[src/rtl/prc_defs.svh]
`ifndef PRC_DEFS_SVH
`define PRC_DEFS_SVH
// What this block does
// - start key tapped while stopped starts program; held one second it purges
// - purge runs motor flat out in set direction; key release stops it
// - rate display falls back to volume after two idle seconds
// - edited rate commits on idle or non-arrow key; valid rate blinks and applies
// - committed rate out of range raises error, cleared by next key
// - rate unit changes are refused while pumping
// - direction key reverses at once while stopped, or while running only when target volume is zero
// - separate infuse and withdraw totals; display follows active direction
// - both totals clear on hold-up, subprogram, diameter, clear, power-on, rollover
// - stop before completion pauses with blinking led; start resumes mid-phase
// - non-start key while paused cancels pause once stall is clear; next start begins phase one
// - stall or collar limit pauses, raises alarm, sends message in safe mode
// - any key silences buzzer and clears stall; any start source resumes
// - setup only while stopped; advances on idle two seconds or non-arrow key
// - power-fail restart auto-starts at power-up unless a key is held
// - low-noise bit selects reduced micro-stepping
// - alarm-enable bit lets buzzer sound steadily during stall
// - mode 0 toggles on falling edge, mode 2 on rising edge
// - mode 1 falling starts rising stops; mode 3 falling stops rising starts
// - modes 4 to 7 single edge start or stop
// - modes 8 to 11 level start or stop
// - mode 12 ignores input; 13 and 14 turn stops into program events

// ********************
// register offsets
// ********************
`define PRC_CFG_OFS     12'h000
`define PRC_CMD_OFS     12'h004
`define PRC_RATE_OFS    12'h008
`define PRC_TGT_OFS     12'h00C
`define PRC_STAT_OFS    12'h010
`define PRC_ACCI_OFS    12'h014
`define PRC_ACCW_OFS    12'h018

// ********************
// field positions and reset values
// ********************
`define PRC_CFG_NOISE   0
`define PRC_CFG_ALARM   1
`define PRC_CFG_SAFE    2
`define PRC_CFG_MODE_LO 4
`define PRC_CFG_UNIT_LO 8
`define PRC_CMD_CLR     0
`define PRC_CMD_RUN     1
`define PRC_CMD_STOP    2
`define PRC_CFG_RST     10'h000
`define PRC_RATE_RST    16'h0064
`define PRC_RATE_MAX    16'h2710
`define PRC_ACC_LAST    14'h270F
`define PRC_SETUP_LAST  4'hA

// ********************
// timing
// ********************
`define PRC_CLK_KHZ     100000
`define PRC_HOLD_MS     1000
`define PRC_IDLE_MS     2000
`endif

[src/rtl/prc_pkg.sv]
package prc_pkg;
   // run state of the pumping program
   typedef enum logic [2:0] {
      PRC_STOP,
      PRC_HOLD,
      PRC_PURGE,
      PRC_RUN,
      PRC_PAUSE
   } prc_state_e;
   typedef logic [3:0] prc_mode_t;
endpackage

[src/rtl/prc_top.sv]
`timescale 1ns/1ns
`include "prc_defs.svh"
module prc_top
   import prc_pkg::*;
#(
   parameter int unsigned HOLD_CYC = `PRC_HOLD_MS * `PRC_CLK_KHZ,
   parameter int unsigned IDLE_CYC = `PRC_IDLE_MS * `PRC_CLK_KHZ
) (
   // clock, reset, enable
   input  wire logic        pclk,
   input  wire logic        presetn,
   input  wire logic        ce,
   // apb slave
   input  wire logic        psel,
   input  wire logic        penable,
   input  wire logic        pwrite,
   input  wire logic [11:0] paddr,
   input  wire logic [31:0] pwdata,
   output logic      [31:0] prdata,
   output logic             pready,
   output logic             pslverr,
   // keypad levels
   input  wire logic        key_start,
   input  wire logic        key_up,
   input  wire logic        key_dir,
   input  wire logic        key_rate,
   input  wire logic        key_setup,
   input  wire logic        key_other,
   // trigger line and sensors
   input  wire logic        trig_in,
   input  wire logic        stall_in,
   input  wire logic        collar_in,
   input  wire logic        vol_tick,
   input  wire logic        diam_chg,
   input  wire logic        subprog_sel,
   // power-fail memory
   input  wire logic        power_fail_restart,
   input  wire logic        was_running,
   // motor and panel
   output logic             motor_run,
   output logic             motor_fast,
   output logic             motor_dir,
   output logic             step_reduced,
   output logic             buzzer,
   output logic             pump_led,
   output logic             pump_led_blink,
   output logic             show_rate,
   output logic             disp_blink,
   output logic             oor_err,
   output logic      [13:0] disp_vol,
   output logic             alarm_msg,
   output logic             prog_event
);
   // ********************
   // state
   // ********************
   prc_state_e  st_reg;
   logic [9:0]  cfg_reg;
   logic [15:0] rate_reg, rate_edit_reg, tgt_reg, phase_vol_reg;
   logic [13:0] acc_inf_reg, acc_wd_reg;
   logic [31:0] hold_cnt_reg, idle_cnt_reg;
   logic [3:0]  setup_idx_reg;
   logic        dir_reg, stall_reg, oor_reg, show_rate_reg, edit_reg, setup_reg;
   logic        boot_reg, s1_reg, s2_reg, s3_reg;
   logic [5:0]  key_q_reg;
   logic [5:0]  key_now, key_pr;
   logic        any_pr, nonarrow_pr, running, stopped, idle_hit, hold_hit;
   logic        wr, rd_setup, cmd_clr, cmd_run, cmd_stop;
   logic        t_start, t_stop, t_tog, t_evt, fall, rise;
   logic        go, halt, done, stall_hit, commit, clr_acc, roll, up_hold;
   prc_mode_t   mode;

   // ********************
   // key press edges
   // ********************
   assign key_now = {key_other, key_setup, key_rate, key_dir, key_up, key_start};
   always_ff @(posedge pclk or negedge presetn) begin
      if (!presetn) begin
         key_q_reg <= 6'h00;
      end else if (ce) begin
         key_q_reg <= key_now;
      end
   end
   assign key_pr      = key_now & ~key_q_reg;
   assign any_pr      = |key_pr;
   assign nonarrow_pr = key_pr[0] | key_pr[2] | key_pr[3] | key_pr[4] | key_pr[5];
   assign running     = (st_reg == PRC_RUN);
   assign stopped     = (st_reg == PRC_STOP) || (st_reg == PRC_PAUSE);
   assign mode        = prc_mode_t'(cfg_reg[`PRC_CFG_MODE_LO +: 4]);

   // ********************
   // trigger input
   // ********************
   // s1 only feeds s2; edges come from s2 against s3
   always_ff @(posedge pclk or negedge presetn) begin
      if (!presetn) begin
         s1_reg <= 1'b1;
         s2_reg <= 1'b1;
         s3_reg <= 1'b1;
      end else if (ce) begin
         s1_reg <= trig_in;
         s2_reg <= s1_reg;
         s3_reg <= s2_reg;
      end
   end
   assign fall = s3_reg & ~s2_reg;
   assign rise = ~s3_reg & s2_reg;

   // decode of the fifteen trigger modes
   always_comb begin
      t_start = 1'b0;
      t_stop  = 1'b0;
      t_tog   = 1'b0;
      t_evt   = 1'b0;
      unique case (mode)
         4'h0: t_tog = fall;
         4'h1: begin
            t_start = fall;
            t_stop  = rise;
         end
         4'h2: t_tog = rise;
         4'h3: begin
            t_stop  = fall;
            t_start = rise;
         end
         4'h4: t_start = fall;
         4'h5: t_start = rise;
         4'h6: t_stop  = fall;
         4'h7: t_stop  = rise;
         4'h8: t_start = ~s2_reg;
         4'h9: t_start = s2_reg;
         4'hA: t_stop  = ~s2_reg;
         4'hB: t_stop  = s2_reg;
         4'hD: t_evt   = fall;
         default: t_start = 1'b0; // 12, 14 and the unused code: input ignored
      endcase
   end

   // ********************
   // timers
   // ********************
   // hold timer serves both the start-key hold and the up-key clear hold
   assign up_hold  = key_up & stopped & ~show_rate_reg & ~setup_reg;
   assign hold_hit = (hold_cnt_reg == HOLD_CYC - 1);
   always_ff @(posedge pclk or negedge presetn) begin
      if (!presetn) begin
         hold_cnt_reg <= 32'h0000_0000;
      end else if (ce) begin
         if ((st_reg == PRC_HOLD || up_hold) && !hold_hit) begin
            hold_cnt_reg <= hold_cnt_reg + 32'h0000_0001;
         end else if (st_reg != PRC_HOLD && !up_hold) begin
            hold_cnt_reg <= 32'h0000_0000;
         end
      end
   end

   // idle timer restarts on every key press
   assign idle_hit = (idle_cnt_reg == IDLE_CYC - 1);
   always_ff @(posedge pclk or negedge presetn) begin
      if (!presetn) begin
         idle_cnt_reg <= 32'h0000_0000;
      end else if (ce) begin
         if (any_pr || idle_hit) begin
            idle_cnt_reg <= 32'h0000_0000;
         end else begin
            idle_cnt_reg <= idle_cnt_reg + 32'h0000_0001;
         end
      end
   end

   // ********************
   // run control
   // ********************
   assign stall_hit = running & (stall_in | collar_in);
   assign done      = running & (tgt_reg != 16'h0000) & (phase_vol_reg >= tgt_reg);
   assign go        = t_start | t_tog | cmd_run |
                      (boot_reg & power_fail_restart & was_running & ~(|key_now));
   assign halt      = (t_stop & (mode != 4'hD)) | t_tog | cmd_stop;
   always_ff @(posedge pclk or negedge presetn) begin
      if (!presetn) begin
         st_reg        <= PRC_STOP;
         phase_vol_reg <= 16'h0000;
         stall_reg     <= 1'b0;
         boot_reg      <= 1'b1;
         prog_event    <= 1'b0;
         alarm_msg     <= 1'b0;
      end else if (ce) begin
         boot_reg   <= 1'b0;
         prog_event <= t_evt | (running & key_pr[0] & (mode == 4'hE));
         alarm_msg  <= stall_hit & cfg_reg[`PRC_CFG_SAFE];
         if (stall_reg && any_pr) begin
            stall_reg <= 1'b0;
         end
         if (running && vol_tick) begin
            phase_vol_reg <= phase_vol_reg + 16'h0001;
         end
         unique case (st_reg)
            PRC_STOP, PRC_PAUSE: begin
               if (st_reg == PRC_STOP && (key_pr[0] || go)) begin
                  phase_vol_reg <= 16'h0000; // fresh start at phase one
               end
               if (key_pr[0]) begin
                  st_reg <= PRC_HOLD;
               end else if (go) begin
                  st_reg <= PRC_RUN;
               end else if (st_reg == PRC_PAUSE && any_pr && !stall_reg) begin
                  st_reg <= PRC_STOP;
               end
            end
            PRC_HOLD: begin
               if (!key_start) begin
                  st_reg <= PRC_RUN;
               end else if (hold_hit) begin
                  st_reg <= PRC_PURGE;
               end
            end
            PRC_PURGE: begin
               if (!key_start) begin
                  st_reg <= PRC_STOP;
               end
            end
            PRC_RUN: begin
               if (stall_hit) begin
                  st_reg    <= PRC_PAUSE;
                  stall_reg <= 1'b1;
               end else if (done) begin
                  st_reg <= PRC_STOP;
               end else if ((key_pr[0] && mode != 4'hE) || halt) begin
                  st_reg <= PRC_PAUSE;
               end
            end
            default: st_reg <= PRC_STOP;
         endcase
      end
   end

   // ********************
   // rate edit and display
   // ********************
   assign commit = edit_reg & (idle_hit | nonarrow_pr);
   always_ff @(posedge pclk or negedge presetn) begin
      if (!presetn) begin
         show_rate_reg <= 1'b0;
         edit_reg      <= 1'b0;
         rate_edit_reg <= 16'h0000;
         oor_reg       <= 1'b0;
         disp_blink    <= 1'b0;
      end else if (ce) begin
         disp_blink <= 1'b0;
         if (oor_reg && any_pr) begin
            oor_reg <= 1'b0;
         end
         if (commit) begin
            edit_reg      <= 1'b0;
            show_rate_reg <= 1'b0;
            if (rate_edit_reg != 16'h0000 && rate_edit_reg <= `PRC_RATE_MAX) begin
               disp_blink <= 1'b1;
            end else begin
               oor_reg <= 1'b1;
            end
         end else if (running && key_pr[3]) begin
            show_rate_reg <= 1'b1;
            rate_edit_reg <= rate_reg;
         end else if (show_rate_reg && key_pr[1]) begin
            edit_reg      <= 1'b1;
            rate_edit_reg <= rate_edit_reg + 16'h0001;
         end else if (show_rate_reg && (idle_hit || !running)) begin
            show_rate_reg <= 1'b0;
         end
      end
   end

   // ********************
   // setup walk
   // ********************
   always_ff @(posedge pclk or negedge presetn) begin
      if (!presetn) begin
         setup_reg     <= 1'b0;
         setup_idx_reg <= 4'h0;
      end else if (ce) begin
         if (!setup_reg && stopped && key_pr[4]) begin
            setup_reg     <= 1'b1;
            setup_idx_reg <= 4'h0;
         end else if (setup_reg && (!stopped || ((idle_hit || nonarrow_pr) &&
                                  setup_idx_reg == `PRC_SETUP_LAST))) begin
            setup_reg <= 1'b0;
         end else if (setup_reg && (idle_hit || nonarrow_pr)) begin
            setup_idx_reg <= setup_idx_reg + 4'h1;
         end
      end
   end

   // ********************
   // direction and volume totals
   // ********************
   assign roll    = vol_tick & (running | st_reg == PRC_PURGE) &
                    ((dir_reg ? acc_wd_reg : acc_inf_reg) == `PRC_ACC_LAST);
   assign clr_acc = (up_hold & hold_hit) | subprog_sel | diam_chg | cmd_clr | roll;
   always_ff @(posedge pclk or negedge presetn) begin
      if (!presetn) begin
         dir_reg     <= 1'b0;
         acc_inf_reg <= 14'h0000; // power-on clear
         acc_wd_reg  <= 14'h0000;
      end else if (ce) begin
         if (key_pr[2] && (stopped || (running && tgt_reg == 16'h0000))) begin
            dir_reg <= ~dir_reg;
         end
         if (clr_acc) begin
            acc_inf_reg <= 14'h0000;
            acc_wd_reg  <= 14'h0000;
         end else if (vol_tick && (running || st_reg == PRC_PURGE)) begin
            if (dir_reg) begin
               acc_wd_reg <= acc_wd_reg + 14'h0001;
            end else begin
               acc_inf_reg <= acc_inf_reg + 14'h0001;
            end
         end
      end
   end

   // ********************
   // apb registers
   // ********************
   assign wr       = psel & penable & pwrite;
   assign rd_setup = psel & ~penable & ~pwrite;
   assign cmd_clr  = wr & (paddr == `PRC_CMD_OFS) & pwdata[`PRC_CMD_CLR];
   assign cmd_run  = wr & (paddr == `PRC_CMD_OFS) & pwdata[`PRC_CMD_RUN];
   assign cmd_stop = wr & (paddr == `PRC_CMD_OFS) & pwdata[`PRC_CMD_STOP];
   assign pready   = 1'b1;
   assign pslverr  = psel & penable & ~(paddr == `PRC_CFG_OFS || paddr == `PRC_CMD_OFS ||
                     paddr == `PRC_RATE_OFS || paddr == `PRC_TGT_OFS ||
                     (!pwrite && (paddr == `PRC_STAT_OFS || paddr == `PRC_ACCI_OFS ||
                     paddr == `PRC_ACCW_OFS)));
   always_ff @(posedge pclk or negedge presetn) begin
      if (!presetn) begin
         cfg_reg  <= `PRC_CFG_RST;
         rate_reg <= `PRC_RATE_RST;
         tgt_reg  <= 16'h0000;
      end else if (ce) begin
         if (wr && paddr == `PRC_CFG_OFS) begin
            cfg_reg[7:0] <= pwdata[7:0];
            if (!running) begin
               cfg_reg[9:8] <= pwdata[9:8]; // units frozen while pumping
            end
         end
         if (commit && !oor_next(rate_edit_reg)) begin
            rate_reg <= rate_edit_reg; // applied at once
         end else if (wr && paddr == `PRC_RATE_OFS) begin
            rate_reg <= pwdata[15:0];
         end
         if (wr && paddr == `PRC_TGT_OFS) begin
            tgt_reg <= pwdata[15:0];
         end
      end
   end

   function automatic logic oor_next(input logic [15:0] r);
      oor_next = (r == 16'h0000) || (r > `PRC_RATE_MAX);
   endfunction

   // read data captured in the setup cycle
   always_ff @(posedge pclk or negedge presetn) begin
      if (!presetn) begin
         prdata <= 32'h0000_0000;
      end else if (ce && rd_setup) begin
         unique case (paddr)
            `PRC_CFG_OFS:  prdata <= {22'h000000, cfg_reg};
            `PRC_RATE_OFS: prdata <= {16'h0000, rate_reg};
            `PRC_TGT_OFS:  prdata <= {16'h0000, tgt_reg};
            `PRC_STAT_OFS: prdata <= {20'h00000, setup_idx_reg, setup_reg, show_rate_reg,
                                      dir_reg, oor_reg, stall_reg, st_reg};
            `PRC_ACCI_OFS: prdata <= {18'h00000, acc_inf_reg};
            `PRC_ACCW_OFS: prdata <= {18'h00000, acc_wd_reg};
            default:       prdata <= 32'h0000_0000;
         endcase
      end
   end

   // ********************
   // outputs
   // ********************
   always_ff @(posedge pclk or negedge presetn) begin
      if (!presetn) begin
         motor_run      <= 1'b0;
         motor_fast     <= 1'b0;
         motor_dir      <= 1'b0;
         step_reduced   <= 1'b0;
         buzzer         <= 1'b0;
         pump_led       <= 1'b0;
         pump_led_blink <= 1'b0;
         disp_vol       <= 14'h0000;
      end else if (ce) begin
         motor_run      <= running | (st_reg == PRC_PURGE);
         motor_fast     <= (st_reg == PRC_PURGE);
         motor_dir      <= dir_reg;
         step_reduced   <= cfg_reg[`PRC_CFG_NOISE];
         buzzer         <= cfg_reg[`PRC_CFG_ALARM] & stall_reg;
         pump_led       <= running;
         pump_led_blink <= (st_reg == PRC_PAUSE);
         disp_vol       <= dir_reg ? acc_wd_reg : acc_inf_reg;
      end
   end
   assign show_rate = show_rate_reg;
   assign oor_err   = oor_reg;
endmodule

[config.mk]
export PLATFORM = sky130hd
export DESIGN_NAME = prc_top
export DESIGN_NICKNAME = d
export VERILOG_FILES = /design/src/rtl/prc_pkg.sv /design/src/rtl/prc_top.sv
export VERILOG_INCLUDE_DIRS = /design/src /design/src/rtl
export SDC_FILE = /design/constraint.sdc
export NUM_CORES = 1
export LEC_CHECK = 0
export BUFFER_PORTS_ARGS = -buffer_cell sky130_fd_sc_hd__clkbuf_2
export CORE_MARGIN = 2
export CORE_UTILIZATION = 54
export DETAILED_ROUTE_END_ITERATION = 10
export GPL_TIMING_DRIVEN = 0
export PLACE_DENSITY = 0.88
export SKIP_LAST_GASP = 1
export SLEW_MARGIN = 30
export SYNTH_ARGS = -nofsm -noshare
export SYNTH_HDL_FRONTEND = slang
export SYNTH_SLANG_ARGS = --single-unit
[constraint.sdc]
create_clock -name pclk -period 2.62 [get_ports pclk]
set_clock_uncertainty 0.05 [all_clocks]
set_input_delay 0.524 -clock pclk [delete_from_list [all_inputs] [get_ports pclk]]
set_output_delay 0.524 -clock pclk [all_outputs]
set_load 0.02 [all_outputs]
==> results.ini <==
[clock_tree]
cts_tree=done
numClockSinks=229
clockRootBuffer=clkbuf_16
cts_buffers=25
clkLatencyLatePin_ns=0.53
clk_pin_slew_ns=0.06
h-tree-depth=1
clockBufferDepth=3

[logic_synthesis]
ys.flop_type=dfrtp_1
ys_seq_area_share_pct=46.0
synth.distinct_cells=79
async_flop_share_pct=100
yosysWarnings=0
ys_ff_latch=229
synth-edff-count=0
syn-cell-area_um2=12500
syn_avg_cell_area_um2=9.28
syn_inst=1346

[die]
die_y_um=156
die-area_um2=24400
row_count=55
coreArea_um2=22600
initial_core_util_pct=55.2
die_w_um=156
io_pins=124

[layout]
fillers=1638
final_cell_area_um2=14900
final_nets=1610
register_area_um2=5760
multi_input_area_um2=6510
syn_to_final_growth_pct=19.4
fin_cells=1823
drive_above_1_share_pct=20.7
final_core_util_pct=65.9
diodes=0

[worst_hold_path]
hp-class=in2reg

[critical_path]
crit_family=simple AND/OR/NAND/NOR gates
crit_chain=nor4_2 > and3_1 > and4_4 > a31oi_4 > a2111o_1 > buf_6 > or4_4 > a21oi_2
worst_ep_arrival_time_ns=3.13
slowest_delay_ns=0.56
critPathBufInv=1
cp_data_required_time_ns=3.03
start_kind=flip-flop
crit_fanout=6
slowest_stage=a2111o_1
worstSetupPathType=reg2reg
cp-end-kind=flip-flop

[power]
cellLeakagePower_nw=6.90
pwr_density_cell_nw_per_um2=675
vdd_ir_drop_max_uv=526
total_power_mw=10.1

[route]
num_vias=11634
wirelength_um=37400
drc=0
routed_via_density=6.38
dr.pass1.iters=8
detail-route-antenna-nets=0
drtIter0Drc=1467
wire_per_inst_um=20.5

[timing]
rsz0062_at_grt=yes
timing.final.ws_setup_ns=-0.0970
setup_viol=6
fin_setup_tns_ns=-0.402
fmax_mhz=368
relSlewSlack_pct=40.1
finalHoldViolCount=0
fin_crit_ns=2.72
worstMarginPinSlew_ns=0.898
maxSlewViolCount=0
whs_ns=0.180
period_share_pct=104

[global_routing]
grt_pass1_wl_um=58100
grt_start_max_net_pins=85
antenna_found_initial=0
first_global_vias=11013
grt_usage_pct=29.9
overflow=0

[place]
routabilityCongestion=0.961
pre_cts_ws_ns=-0.555
dp_hpwl_um=25600
port_buffers=88
place_area_um2=13400
dp.cells=1736

[outcome]
status=finished with violations
violations=setup timing

[flow_run]
max_cap_viol_count=0

placed cells by master (no fill, tap or decap), types with 23 or more instances in the layout:
| cell type | n |
|---|---|
| a22oi_1 | 26 |
| ha_1 | 23 |
| clkbuf_1 | 39 |
| xnor2_1 | 35 |
| mux2_2 | 28 |
| buf_4 | 63 |
| and3_1 | 31 |
| nand4_1 | 28 |
| nand2_1 | 140 |
| mux2i_1 | 36 |
| o21ai_0 | 69 |
| a21oi_1 | 73 |
| clkbuf_16 | 25 |
| dfrtp_1 | 209 |
| clkbuf_2 | 94 |
| inv_1 | 40 |
| nand3_1 | 56 |
| nor2_1 | 157 |
| xor2_1 | 42 |
metal layers:
layer | share of wire (%) | routed length (µm) | GRT usage [%]
met1 | 39 | 14500 | 39.6
met2 | 45 | 16800 | 47.4
met3 | 10 | 3810 | 6.22
met4 | 5.9 | 2220 | 13.6
met5 | 0 | 0 | 0
area by class of cell:
class | count | area share (%)
plain buffers | 74 | 2.83
clock inverters | 10 | 1.05
multi-input cells | 1013 | 43.6
inverters | 40 | 1.01
well taps | 285 | 2.39
repair buffers | 138 | 5.87
clock buffers | 34 | 4.62
flip-flops and latches | 229 | 38.6
worst reg2reg max path, cell delays in order (launching register included):
cell,delay [ns]
dfrtp_1,0.43
nor4_2,0.30
and3_1,0.21
and4_4,0.25
a31oi_4,0.11
a2111o_1,0.56
buf_6,0.18
or4_4,0.41
a21oi_2,0.15
synth_stat cells (7+ instances only):
master	count	share of area (%)
dfrtp_1	222	44
mux2_2	28	2.5
a21oi_1	80	3.2
a22oi_1	26	1.6
dfstp_2	7	1.5
ha_1	25	2.5
nand4_1	28	1.4
nor2b_1	14	0.70
nor4_1	17	0.85
or4_1	13	0.78
nor2_1	158	4.7
inv_1	40	1.2
o31ai_1	18	1.1
a221oi_1	12	0.84
nand2_1	140	4.2
nand3_1	57	2.3
o21ai_0	70	2.8
and3_1	32	1.6
a21o_1	8	0.48
nor3_1	23	0.92
clkbuf_1	42	1.3
xor2_1	42	2.9
xnor2_1	35	2.5
mux2i_1	36	2.9
nand2b_1	18	0.90
nor3b_1	7	0.42
buf_2	8	0.32
buf_4	19	1.1
what timing repair did:
action	in CTS	in global routing
endpoints found under the setup margin	81	100
hold buffers	1	0
buffers inserted	10	36
gates resized for setup	33	55
cloned	1	0
pin swaps	16	22
hold endpoints to repair	68	0
final timing paths:
path,startpoint,to,slack (ns),depth (start not counted)
setup reg to reg,hold_cnt_reg[9]$_DFFE_PN0P_,acc_wd_reg[8]$_DFFE_PN0P_,-0.1,8
hold / removal,pwdata[13],tgt_reg[13]$_DFFE_PN0P_,0.18,3
min in group asynchronous,presetn,rate_edit_reg[14]$_DFFE_PN0P_,0.50,2
max in group asynchronous,presetn,hold_cnt_reg[23]$_DFFE_PN0P_,0.79,4
hold reg to reg,prdata[5]$_DFFE_PN0P_,prdata[5]$_DFFE_PN0P_,0.43,2
setup / recovery,hold_cnt_reg[9]$_DFFE_PN0P_,acc_wd_reg[8]$_DFFE_PN0P_,-0.1,8
cell families (layout without fill, tap and decap cells):
| family | count (synthesis) | after routing | synth area share (%) |
|---|---|---|---|
| and+or+nand+nor | 557 | 557 | 22.2 |
| AOI/OAI and AO/OA | 273 | 273 | 14.0 |
| DFF | 229 | 229 | 46.0 |
| buffers and inverters | 119 | 296 | 4.55 |
| xor gates and xnor gates | 77 | 77 | 5.40 |
| muxes | 64 | 64 | 5.41 |
| adders and majority gates | 25 | 25 | 2.50 |
| other | 2 | 17 | 0.0601 |
report_power, final:
| part | internal (mW) | switching (mW) |
|---|---|---|
| registers | 3.90 | 0.434 |
| logic | 0.812 | 1.24 |
| clock network | 2.23 | 1.45 |
Power figures use the tool's default switching activity.
